==> config.mk <==
export PLATFORM = sky130hd
export DESIGN_NAME = ite_tx
export DESIGN_NICKNAME = d
export VERILOG_FILES = /design/src/core/ite_fifo.v /design/src/core/ite_tx.v
export VERILOG_INCLUDE_DIRS = /design/src /design/src/core
export SDC_FILE = /design/constraint.sdc
export NUM_CORES = 1
export LEC_CHECK = 0
export ABC_AREA = 1
export BUFFER_PORTS_ARGS = -buffer_cell sky130_fd_sc_hd__buf_2
export CORE_MARGIN = 5
export CORE_UTILIZATION = 56
export CTS_CLUSTER_SIZE = 30
export DETAILED_ROUTE_END_ITERATION = 7
export GPL_ROUTABILITY_DRIVEN = 0
export PLACE_DENSITY = 0.72
export SETUP_SLACK_MARGIN = 0.05
export SLEW_MARGIN = 20
export SYNTH_ARGS = -nofsm -noshare
export SYNTH_HDL_FRONTEND = slang
export SYNTH_SLANG_ARGS = --single-unit
export TNS_END_PERCENT = 30
==> constraint.sdc <==
create_clock -name clock -period 3.7 [get_ports clock]
set_clock_uncertainty 0.15 [all_clocks]
set_input_delay 0.74 -clock clock [delete_from_list [all_inputs] [get_ports clock]]
set_output_delay 0.74 -clock clock [all_outputs]
set_load 0.01 [all_outputs]
==> src/core/ite_defines.vh <==
// Functional notes
// (RULE1) Samples shift out most significant bit first
// (RULE2) Word length 16, both ends agree
// (RULE3) Data changes on bit clock rising edge
// (RULE4) Left and right words share one line
// (RULE5) Frame sync leads word MSB by one bit
// (RULE6) Frame sync fixed to rising bit clock edge
// (RULE7) Counter reloads, toggles frame sync every 16
// (RULE8) Counter advanced by the outgoing bit clock
// (RULE9) Subframe 16 bits, toggle after subframe completes
// (RULE10) Left while sync low, right while high
// (RULE11) Master clock derived from the same clock
// (RULE12) Codec is slave, never drives clocks
// (RULE13) Data stable at falling bit clock edge
// (RULE14) First left word carries only 15 bits
// (RULE15) Clocks and data run continuously once started
// (RULE16) Reset clears counter, sync low, data low
// (RULE17) Missing sample sends zero word, keeps running
`ifndef ITE_DEFINES_VH
`define ITE_DEFINES_VH

`define ITE_WORD_W 16
`define ITE_FIFO_DEPTH 4
`define ITE_FIFO_PTR_W 2
`define ITE_CNT_W 5
`define ITE_DIV_W 8

`define ITE_CLK_HZ 25000000
`define ITE_BCLK_HZ 384000
`define ITE_BCLK_HALF_CYC (`ITE_CLK_HZ / (2 * `ITE_BCLK_HZ))
`define ITE_MCLK_HZ 24576000
`define ITE_MCLK_HALF_CYC ((`ITE_CLK_HZ / (2 * `ITE_MCLK_HZ)) == 0 ? 1 : (`ITE_CLK_HZ / (2 * `ITE_MCLK_HZ)))

`define ITE_FS_RESET 1'b0
`define ITE_DATA_RESET 1'b0
`define ITE_BCLK_RESET 1'b0
`define ITE_FS_LEFT 1'b0
`define ITE_FS_RIGHT 1'b1

`endif

==> src/core/ite_fifo.v <==
`timescale 1ns/1ps
`default_nettype none
module ite_fifo #(
    parameter WIDTH = 32,
    parameter DEPTH = 4,
    parameter PTR_W = 2
) (
    input wire clock,
    input wire rst,
    input wire [WIDTH-1:0] inData,
    input wire inValid,
    output reg inReady,
    output reg [WIDTH-1:0] outData,
    output reg outValid,
    input wire outReady
);
    localparam [PTR_W:0] DEPTH_C = DEPTH[PTR_W:0];
    localparam [PTR_W-1:0] PTR_LAST = DEPTH_C[PTR_W-1:0] - 1'b1;

    reg [WIDTH-1:0] mem [0:DEPTH-1];
    reg [PTR_W-1:0] wrPtr_q;
    reg [PTR_W-1:0] rdPtr_q;
    reg [PTR_W:0] count_q;
    reg [PTR_W-1:0] wrPtr_d;
    reg [PTR_W-1:0] rdPtr_d;
    reg [PTR_W:0] count_d;
    wire wr;
    wire rd;

    function [PTR_W-1:0] incPtr;
        input [PTR_W-1:0] p;
        begin
            incPtr = (p == PTR_LAST) ? {PTR_W{1'b0}} : p + 1'b1;
        end
    endfunction

    assign wr = inValid & inReady;
    assign rd = outReady & outValid;

    always @* begin
        wrPtr_d = wr ? incPtr(wrPtr_q) : wrPtr_q;
        rdPtr_d = rd ? incPtr(rdPtr_q) : rdPtr_q;
        count_d = count_q;
        if (wr && !rd) begin
            count_d = count_q + 1'b1;
        end else if (rd && !wr) begin
            count_d = count_q - 1'b1;
        end
    end

    // Storage has no reset
    always @(posedge clock) begin
        if (wr) begin
            mem[wrPtr_q] <= inData;
        end
    end

    // Head word is presented from a register
    always @(posedge clock or posedge rst) begin
        if (rst) begin
            wrPtr_q <= {PTR_W{1'b0}};
            rdPtr_q <= {PTR_W{1'b0}};
            count_q <= {(PTR_W+1){1'b0}};
            inReady <= 1'b0;
            outValid <= 1'b0;
            outData <= {WIDTH{1'b0}};
        end else begin
            wrPtr_q <= wrPtr_d;
            rdPtr_q <= rdPtr_d;
            count_q <= count_d;
            inReady <= (count_d < DEPTH_C);
            outValid <= (count_d != {(PTR_W+1){1'b0}});
            if (wr && (rdPtr_d == wrPtr_q)) begin
                outData <= inData;
            end else begin
                outData <= mem[rdPtr_d];
            end
        end
    end
endmodule // ite_fifo
`default_nettype wire

==> src/core/ite_tx.v <==
`timescale 1ns/1ps
`default_nettype none
`include "ite_defines.vh"
module ite_tx #(
    parameter WORD_W = `ITE_WORD_W,
    parameter FIFO_DEPTH = `ITE_FIFO_DEPTH,
    parameter FIFO_PTR_W = `ITE_FIFO_PTR_W,
    parameter CNT_W = `ITE_CNT_W,
    parameter DIV_W = `ITE_DIV_W,
    parameter BCLK_HALF_CYC = `ITE_BCLK_HALF_CYC,
    parameter MCLK_HALF_CYC = `ITE_MCLK_HALF_CYC
) (
    input wire clock,
    input wire rst,
    input wire txStart,
    input wire [WORD_W-1:0] sampleLeft,
    input wire [WORD_W-1:0] sampleRight,
    input wire sampleValid,
    output wire sampleReady,
    output reg shiftPortClockPin,
    output reg shiftPortDataOutPin,
    output reg frameSync,
    output reg masterClockPin,
    output reg txRunning,
    output reg underrun
);
    localparam [2:0] S_IDLE = 3'h1;
    localparam [2:0] S_FIRST = 3'h2;
    localparam [2:0] S_RUN = 3'h4;

    localparam [DIV_W-1:0] DIV_LAST = BCLK_HALF_CYC[DIV_W-1:0] - 1'b1;
    localparam [DIV_W-1:0] MDIV_LAST = MCLK_HALF_CYC[DIV_W-1:0] - 1'b1;
    localparam [CNT_W-1:0] POS_LAST = WORD_W[CNT_W-1:0] - 1'b1;
    localparam [CNT_W-1:0] POS_ZERO = {CNT_W{1'b0}};
    localparam [CNT_W-1:0] POS_LOAD = {{(CNT_W-1){1'b0}}, 1'b1};
    localparam [CNT_W-1:0] POS_FIRST = POS_ZERO - WORD_W[CNT_W-1:0];

    // State
    reg [2:0] state_q;
    reg [2:0] state_d;

    // Bit clock divider
    reg [DIV_W-1:0] divCnt_q;
    reg [DIV_W-1:0] divCnt_d;
    reg bclk_d;
    wire divWrap;
    wire timerExternalClockInput;

    // Master clock divider
    reg [DIV_W-1:0] mdivCnt_q;

    // Frame sync counter and shifter
    reg [CNT_W-1:0] pos_q;
    reg [CNT_W-1:0] pos_d;
    reg fs_d;
    reg [WORD_W-1:0] shift_q;
    reg [WORD_W-1:0] shift_d;
    reg data_d;
    reg [WORD_W-1:0] rightHold_q;
    reg [WORD_W-1:0] rightHold_d;
    reg underrun_d;
    reg pop;
    reg loadFirst;
    reg loadLeft;
    reg loadRight;

    // Sample buffer
    wire [2*WORD_W-1:0] headPair;
    wire headValid;

    function divDone;
        input [DIV_W-1:0] cnt;
        input [DIV_W-1:0] last;
        begin
            divDone = (cnt == last);
        end
    endfunction

    function [CNT_W-1:0] nextPos;
        input [CNT_W-1:0] p;
        begin
            nextPos = (p == POS_LAST) ? POS_ZERO : p + 1'b1;
        end
    endfunction

    function [WORD_W-1:0] shl;
        input [WORD_W-1:0] w;
        begin
            shl = {w[WORD_W-2:0], 1'b0};
        end
    endfunction

    function [WORD_W-1:0] pairLeft;
        input [2*WORD_W-1:0] pair;
        begin
            pairLeft = pair[2*WORD_W-1:WORD_W];
        end
    endfunction

    function [WORD_W-1:0] pairRight;
        input [2*WORD_W-1:0] pair;
        begin
            pairRight = pair[WORD_W-1:0];
        end
    endfunction

    ite_fifo #(
        .WIDTH(2 * WORD_W),
        .DEPTH(FIFO_DEPTH),
        .PTR_W(FIFO_PTR_W)
    ) u_fifo (
        .clock(clock),
        .rst(rst),
        .inData({sampleLeft, sampleRight}),
        .inValid(sampleValid),
        .inReady(sampleReady),
        .outData(headPair),
        .outValid(headValid),
        .outReady(pop)
    );

    assign divWrap = divDone(divCnt_q, DIV_LAST);

    // Rising edge of the outgoing bit clock drives the sync counter
    assign timerExternalClockInput = divWrap & ~shiftPortClockPin & ~state_q[0]; // RULE8

    always @* begin
        state_d = state_q;
        case (state_q)
            S_IDLE: begin
                if (txStart) begin
                    state_d = S_FIRST;
                end
            end
            S_FIRST: begin
                if (timerExternalClockInput) begin
                    state_d = S_RUN;
                end
            end
            S_RUN: begin
                state_d = S_RUN; // RULE15
            end
            default: begin
                state_d = S_IDLE;
            end
        endcase
    end

    // Bit clock free runs once started
    always @* begin
        divCnt_d = divCnt_q;
        bclk_d = shiftPortClockPin;
        if (state_q[0]) begin
            divCnt_d = {DIV_W{1'b0}};
            bclk_d = `ITE_BCLK_RESET;
        end else if (divWrap) begin
            divCnt_d = {DIV_W{1'b0}};
            bclk_d = ~shiftPortClockPin;
        end else begin
            divCnt_d = divCnt_q + 1'b1;
        end
    end

    // Sync counter advances on each outgoing bit clock rise
    always @* begin
        pos_d = pos_q;
        fs_d = frameSync;
        if (timerExternalClockInput) begin
            case (state_q)
                S_FIRST: begin
                    // First wrap falls one word after the first rise
                    pos_d = POS_FIRST; // RULE14
                end
                S_RUN: begin
                    pos_d = nextPos(pos_q); // RULE7
                    if (pos_d == POS_ZERO) begin
                        fs_d = ~frameSync; // RULE6 RULE7 RULE9
                    end
                end
                default: begin
                    pos_d = pos_q;
                end
            endcase
        end
    end

    // Word boundaries
    always @* begin
        loadFirst = 1'b0;
        loadLeft = 1'b0;
        loadRight = 1'b0;
        if (timerExternalClockInput) begin
            case (state_q)
                S_FIRST: begin
                    loadFirst = 1'b1;
                end
                S_RUN: begin
                    // Word starts one bit after the sync change
                    if (nextPos(pos_q) == POS_LOAD) begin // RULE5
                        if (frameSync == `ITE_FS_LEFT) begin // RULE10
                            loadLeft = 1'b1;
                        end else begin
                            loadRight = 1'b1;
                        end
                    end
                end
                default: begin
                    loadFirst = 1'b0;
                end
            endcase
        end
    end

    // A waiting pair leaves the buffer at each left word start
    always @* begin
        pop = 1'b0;
        underrun_d = 1'b0;
        if (loadFirst || loadLeft) begin
            pop = headValid;
            underrun_d = ~headValid; // RULE17
        end
    end

    // Shifter
    always @* begin
        data_d = shiftPortDataOutPin;
        shift_d = shift_q;
        rightHold_d = rightHold_q;
        if (loadFirst || loadLeft) begin
            if (headValid) begin
                rightHold_d = pairRight(headPair); // RULE4
            end else begin
                rightHold_d = {WORD_W{1'b0}}; // RULE17
            end
        end
        if (loadFirst) begin
            // First left word loses its top bit
            if (headValid) begin
                data_d = headPair[2*WORD_W-2]; // RULE14
                shift_d = shl(shl(pairLeft(headPair))); // RULE14
            end else begin
                data_d = 1'b0; // RULE17
                shift_d = {WORD_W{1'b0}};
            end
        end else if (loadLeft) begin
            if (headValid) begin
                data_d = headPair[2*WORD_W-1]; // RULE1
                shift_d = shl(pairLeft(headPair));
            end else begin
                data_d = 1'b0; // RULE17
                shift_d = {WORD_W{1'b0}};
            end
        end else if (loadRight) begin
            data_d = rightHold_q[WORD_W-1]; // RULE4 RULE10
            shift_d = shl(rightHold_q);
        end else if (timerExternalClockInput && state_q[2]) begin
            data_d = shift_q[WORD_W-1]; // RULE1 RULE2
            shift_d = shl(shift_q);
        end
    end

    // Control and bit clock
    always @(posedge clock or posedge rst) begin
        if (rst) begin
            state_q <= S_IDLE;
            divCnt_q <= {DIV_W{1'b0}};
            shiftPortClockPin <= `ITE_BCLK_RESET;
            txRunning <= 1'b0;
        end else begin
            state_q <= state_d;
            divCnt_q <= divCnt_d;
            shiftPortClockPin <= bclk_d; // RULE3
            txRunning <= ~state_d[0];
        end
    end

    // Sync counter and sync line
    always @(posedge clock or posedge rst) begin
        if (rst) begin
            pos_q <= POS_ZERO; // RULE16
            frameSync <= `ITE_FS_RESET; // RULE16
        end else begin
            pos_q <= pos_d;
            frameSync <= fs_d;
        end
    end

    // Data changes with the bit clock rise, stable at its fall
    always @(posedge clock or posedge rst) begin
        if (rst) begin
            shiftPortDataOutPin <= `ITE_DATA_RESET; // RULE16
            shift_q <= {WORD_W{1'b0}};
            rightHold_q <= {WORD_W{1'b0}};
            underrun <= 1'b0;
        end else begin
            shiftPortDataOutPin <= data_d; // RULE3 RULE13
            shift_q <= shift_d;
            rightHold_q <= rightHold_d;
            underrun <= underrun_d;
        end
    end

    // Master clock from the same source as the bit clock
    always @(posedge clock or posedge rst) begin
        if (rst) begin
            mdivCnt_q <= {DIV_W{1'b0}};
            masterClockPin <= 1'b0;
        end else if (divDone(mdivCnt_q, MDIV_LAST)) begin
            mdivCnt_q <= {DIV_W{1'b0}};
            masterClockPin <= ~masterClockPin; // RULE11
        end else begin
            mdivCnt_q <= mdivCnt_q + 1'b1;
        end
    end
endmodule // ite_tx
`default_nettype wire

==> run metrics <==
Mapped Cells 1,130; Final Max Slew Viols 0; drt wl/cell 15.8 µm; Max Freq 0.308 GHz; Synth top area share 0.367; htree depth 1; worst-skew pair later-pin latency 0.52 ns; total congestion overflow 0; syn_nets 1,177; total number of vias 7,671; synth warn 0; area grow syn2layout 12.0%; post-synthesis async set-or-reset flop share 0.443; WHS 0.128 ns; hold_buf cts 0; first-pass GRT wire length 37.6 mm; TritonCTS sink count 230; Routed WL 22.6 mm; # nets final 1,218; startpoint types flop; post-synthesis register bit count 230; fin crit share 0.877; Critical Path RT 4.01 ns; Antenna diodes 0; critical path's most frequent cell nand2_1; vias in the first global route 7,391; max-cap viol count 0; number of buffers added on ports 42; flop2flop setup slack 0.46 ns; status completed; Cell Area, Synth 10,500 µm²; slowest stage delay, CP 0.44 ns; drt first pass iters 6; commonest register cell after synthesis edfxtp_1; number of synthesized flops with an enable pin 128; number of vias per cell 5.39; share of layout cells above drive strength 1 0.104; CP bufs+invs 2; initial antenna violation count 0; family with the most delay on the worst path simple AND/OR/NAND/NOR gates; relative slew slack 0.287; power density cells 450 nW/µm²; Post-DRT Antenna Nets 0; Tmin final 3.24 ns; starting density of the core 0.564; sequential area share after synthesis 0.610; Netlist cell types 37; Hold Fails Final Rpt 0; initial drt markers 562; worst path arrival time 3.55 ns; top cell type by total area after synthesis edfxtp_1; # setup viols final 0; HPWL after DPL 14.5 mm; CTS tree yes; syn_area_per_cell 9.28 µm²; largest cells by area after synthesis edfxtp_1, dfrtp_1, nand2_1, nand3_1, inv_1; FP Rows 50; Critical Path Slowest Stage Cell dfrtp_1; Worst Hold Class in -> async; Setup TNS 0 ns; clock root buffer clkbuf_16; GRT Util Overall 0.213; Post-route DRC 0; cts bufs inserted 25; final worst slack 0.457 ns; largest net degree at the start of global routing 57; Tightest Pin Transition 1.07 ns; Top-Level Pins 43; die height 147 µm; Max VDD drop 0.398 mV; Max FO, Critical Path 31; CP cell instances ha_1, nand3_1, nor2_1, nor2_1, nand2_1, nor2_4, nand2_1, nand2_4, nand2_2, nand2_1, nand2_2, inv_2, nand2_1, nand2_2, buf_4, nand3_1, nand2_1; Die Area 21,600 µm²; Critical Path End Type flop; leakage 5.52 nW; Die Wd 147 µm; Place WS 0.306 ns; WS Path Type reg -> reg; total power 5.28 mW; Clock Tree Buf Depth 3; Core Area 18,600 µm²; RSZ-0062 raised after global routing no; clock-pin slew on the worst setup and hold paths 0.06 ns
[final timing paths]
kind	start	to	cells after the start
hold / removal	rst	u_fifo.count_q[2]	2
hold reg to reg	masterClockPin	masterClockPin	1
setup / recovery	pos_q[0]	u_fifo.outData[0]	17
min in group clock	sampleLeft[2]	u_fifo.mem[1][18]	1
setup reg to reg	pos_q[0]	u_fifo.outData[0]	17
max in group asynchronous	rst	state_q[0]	3
[logic make-up after synthesis]
| logic type | after synthesis | share of synthesized area |
|---|---|---|
| simple gates | 544 | 0.229 |
| buf+inv | 250 | 0.0955 |
| flops | 230 | 0.610 |
| compound gates | 88 | 0.0467 |
| fa+ha+maj | 11 | 0.0131 |
| xor+xnor | 7 | 0.00585 |
[metrics by stage]
stage | instance area (µm²) | cells | util
5_1_grt | 11700 | 1424 | 0.632
3_5_place_dp | 10900 | 1377 | 0.589
3_3_place_gp | 10900 | 1377 | 0.589
4_1_cts | 11700 | 1423 | 0.631
6_report | 11700 | 1424 | 0.632
2_1_floorplan | 10500 | 1130 | -
[routing by layer]
layer	part of all wire	track usage
met3	0.053	0.0315
met1	0.43	0.292
met2	0.49	0.357
met4	0.027	0.0607
met5	0	0
[cell type report]
class,instances,area (µm²)
fillers,1510,6840
flip-flops and latches,230,6400
multi-input cells,651,3130
inverters,201,757
clock buffers,43,733
repair buffers,62,373
well taps,234,293
clock inverters,3,55.1
[cells in the final DEF, fill, tap and decap left out, types with 2 or more instances in the layout]
cell type and n:
edfxtp_1 128, dfrtp_1 101, nor2_2 2, a21oi_1 12, buf_4 19, ha_1 11
clkbuf_1 14, nand4_1 5, o21ai_0 54, nor2_4 6, inv_2 4, o211ai_1 6
xor2_1 5, nor3_1 8, a211oi_1 10, clkbuf_16 25, nand3_1 192, nand2_1 275
o21ai_1 2, nor2_1 38, inv_1 196, nand2_2 10, nand2_4 2, buf_2 42
clkbuf_8 4, o22ai_1 2, xnor2_1 2
[state kept, by name, summed over array words and instances, names as in the netlist]
signal,cells
divCnt_q,8
pos_q,5
shiftPortDataOutPin,1
u_fifo.outValid,1
mdivCnt_q,8
txRunning,1
u_fifo.incPtr.p,2
u_fifo.count_q,3
u_fifo.inReady,1
masterClockPin,1
frameSync,1
shiftPortClockPin,1
u_fifo.wrPtr_q,2
underrun,1
shift_q,15
rightHold_q,16
state_q,3
u_fifo.mem,128
u_fifo.outData,32
[synthesized netlist by cell type (3+ instances only)]
| library cell | count |
|---|---|
| nand4_1 | 5 |
| o21ai_0 | 54 |
| clkbuf_1 | 20 |
| nand2_2 | 9 |
| xor2_1 | 5 |
| buf_4 | 3 |
| a21oi_1 | 12 |
| edfxtp_1 | 128 |
| buf_1 | 5 |
| ha_1 | 11 |
| buf_6 | 4 |
| inv_2 | 4 |
| nand2_1 | 276 |
| nand3_1 | 192 |
| a211oi_1 | 10 |
| dfrtp_1 | 101 |
| nor3_1 | 8 |
| nor2_1 | 42 |
| o211ai_1 | 6 |
| buf_2 | 17 |
| inv_1 | 197 |
[repair_timing]
action	in CTS	in global routing
gates resized for setup	0	2
setup buffers	0	0
setup endpoints to repair	0	32
[power breakdown]
group	internal (mW)	total (mW)	switching, mW
Combinational	0.0414	0.141	0.0995
Sequential	2.74	2.77	0.0285
Clock	1.42	2.37	0.956
(Power assumes the default switching activity.)
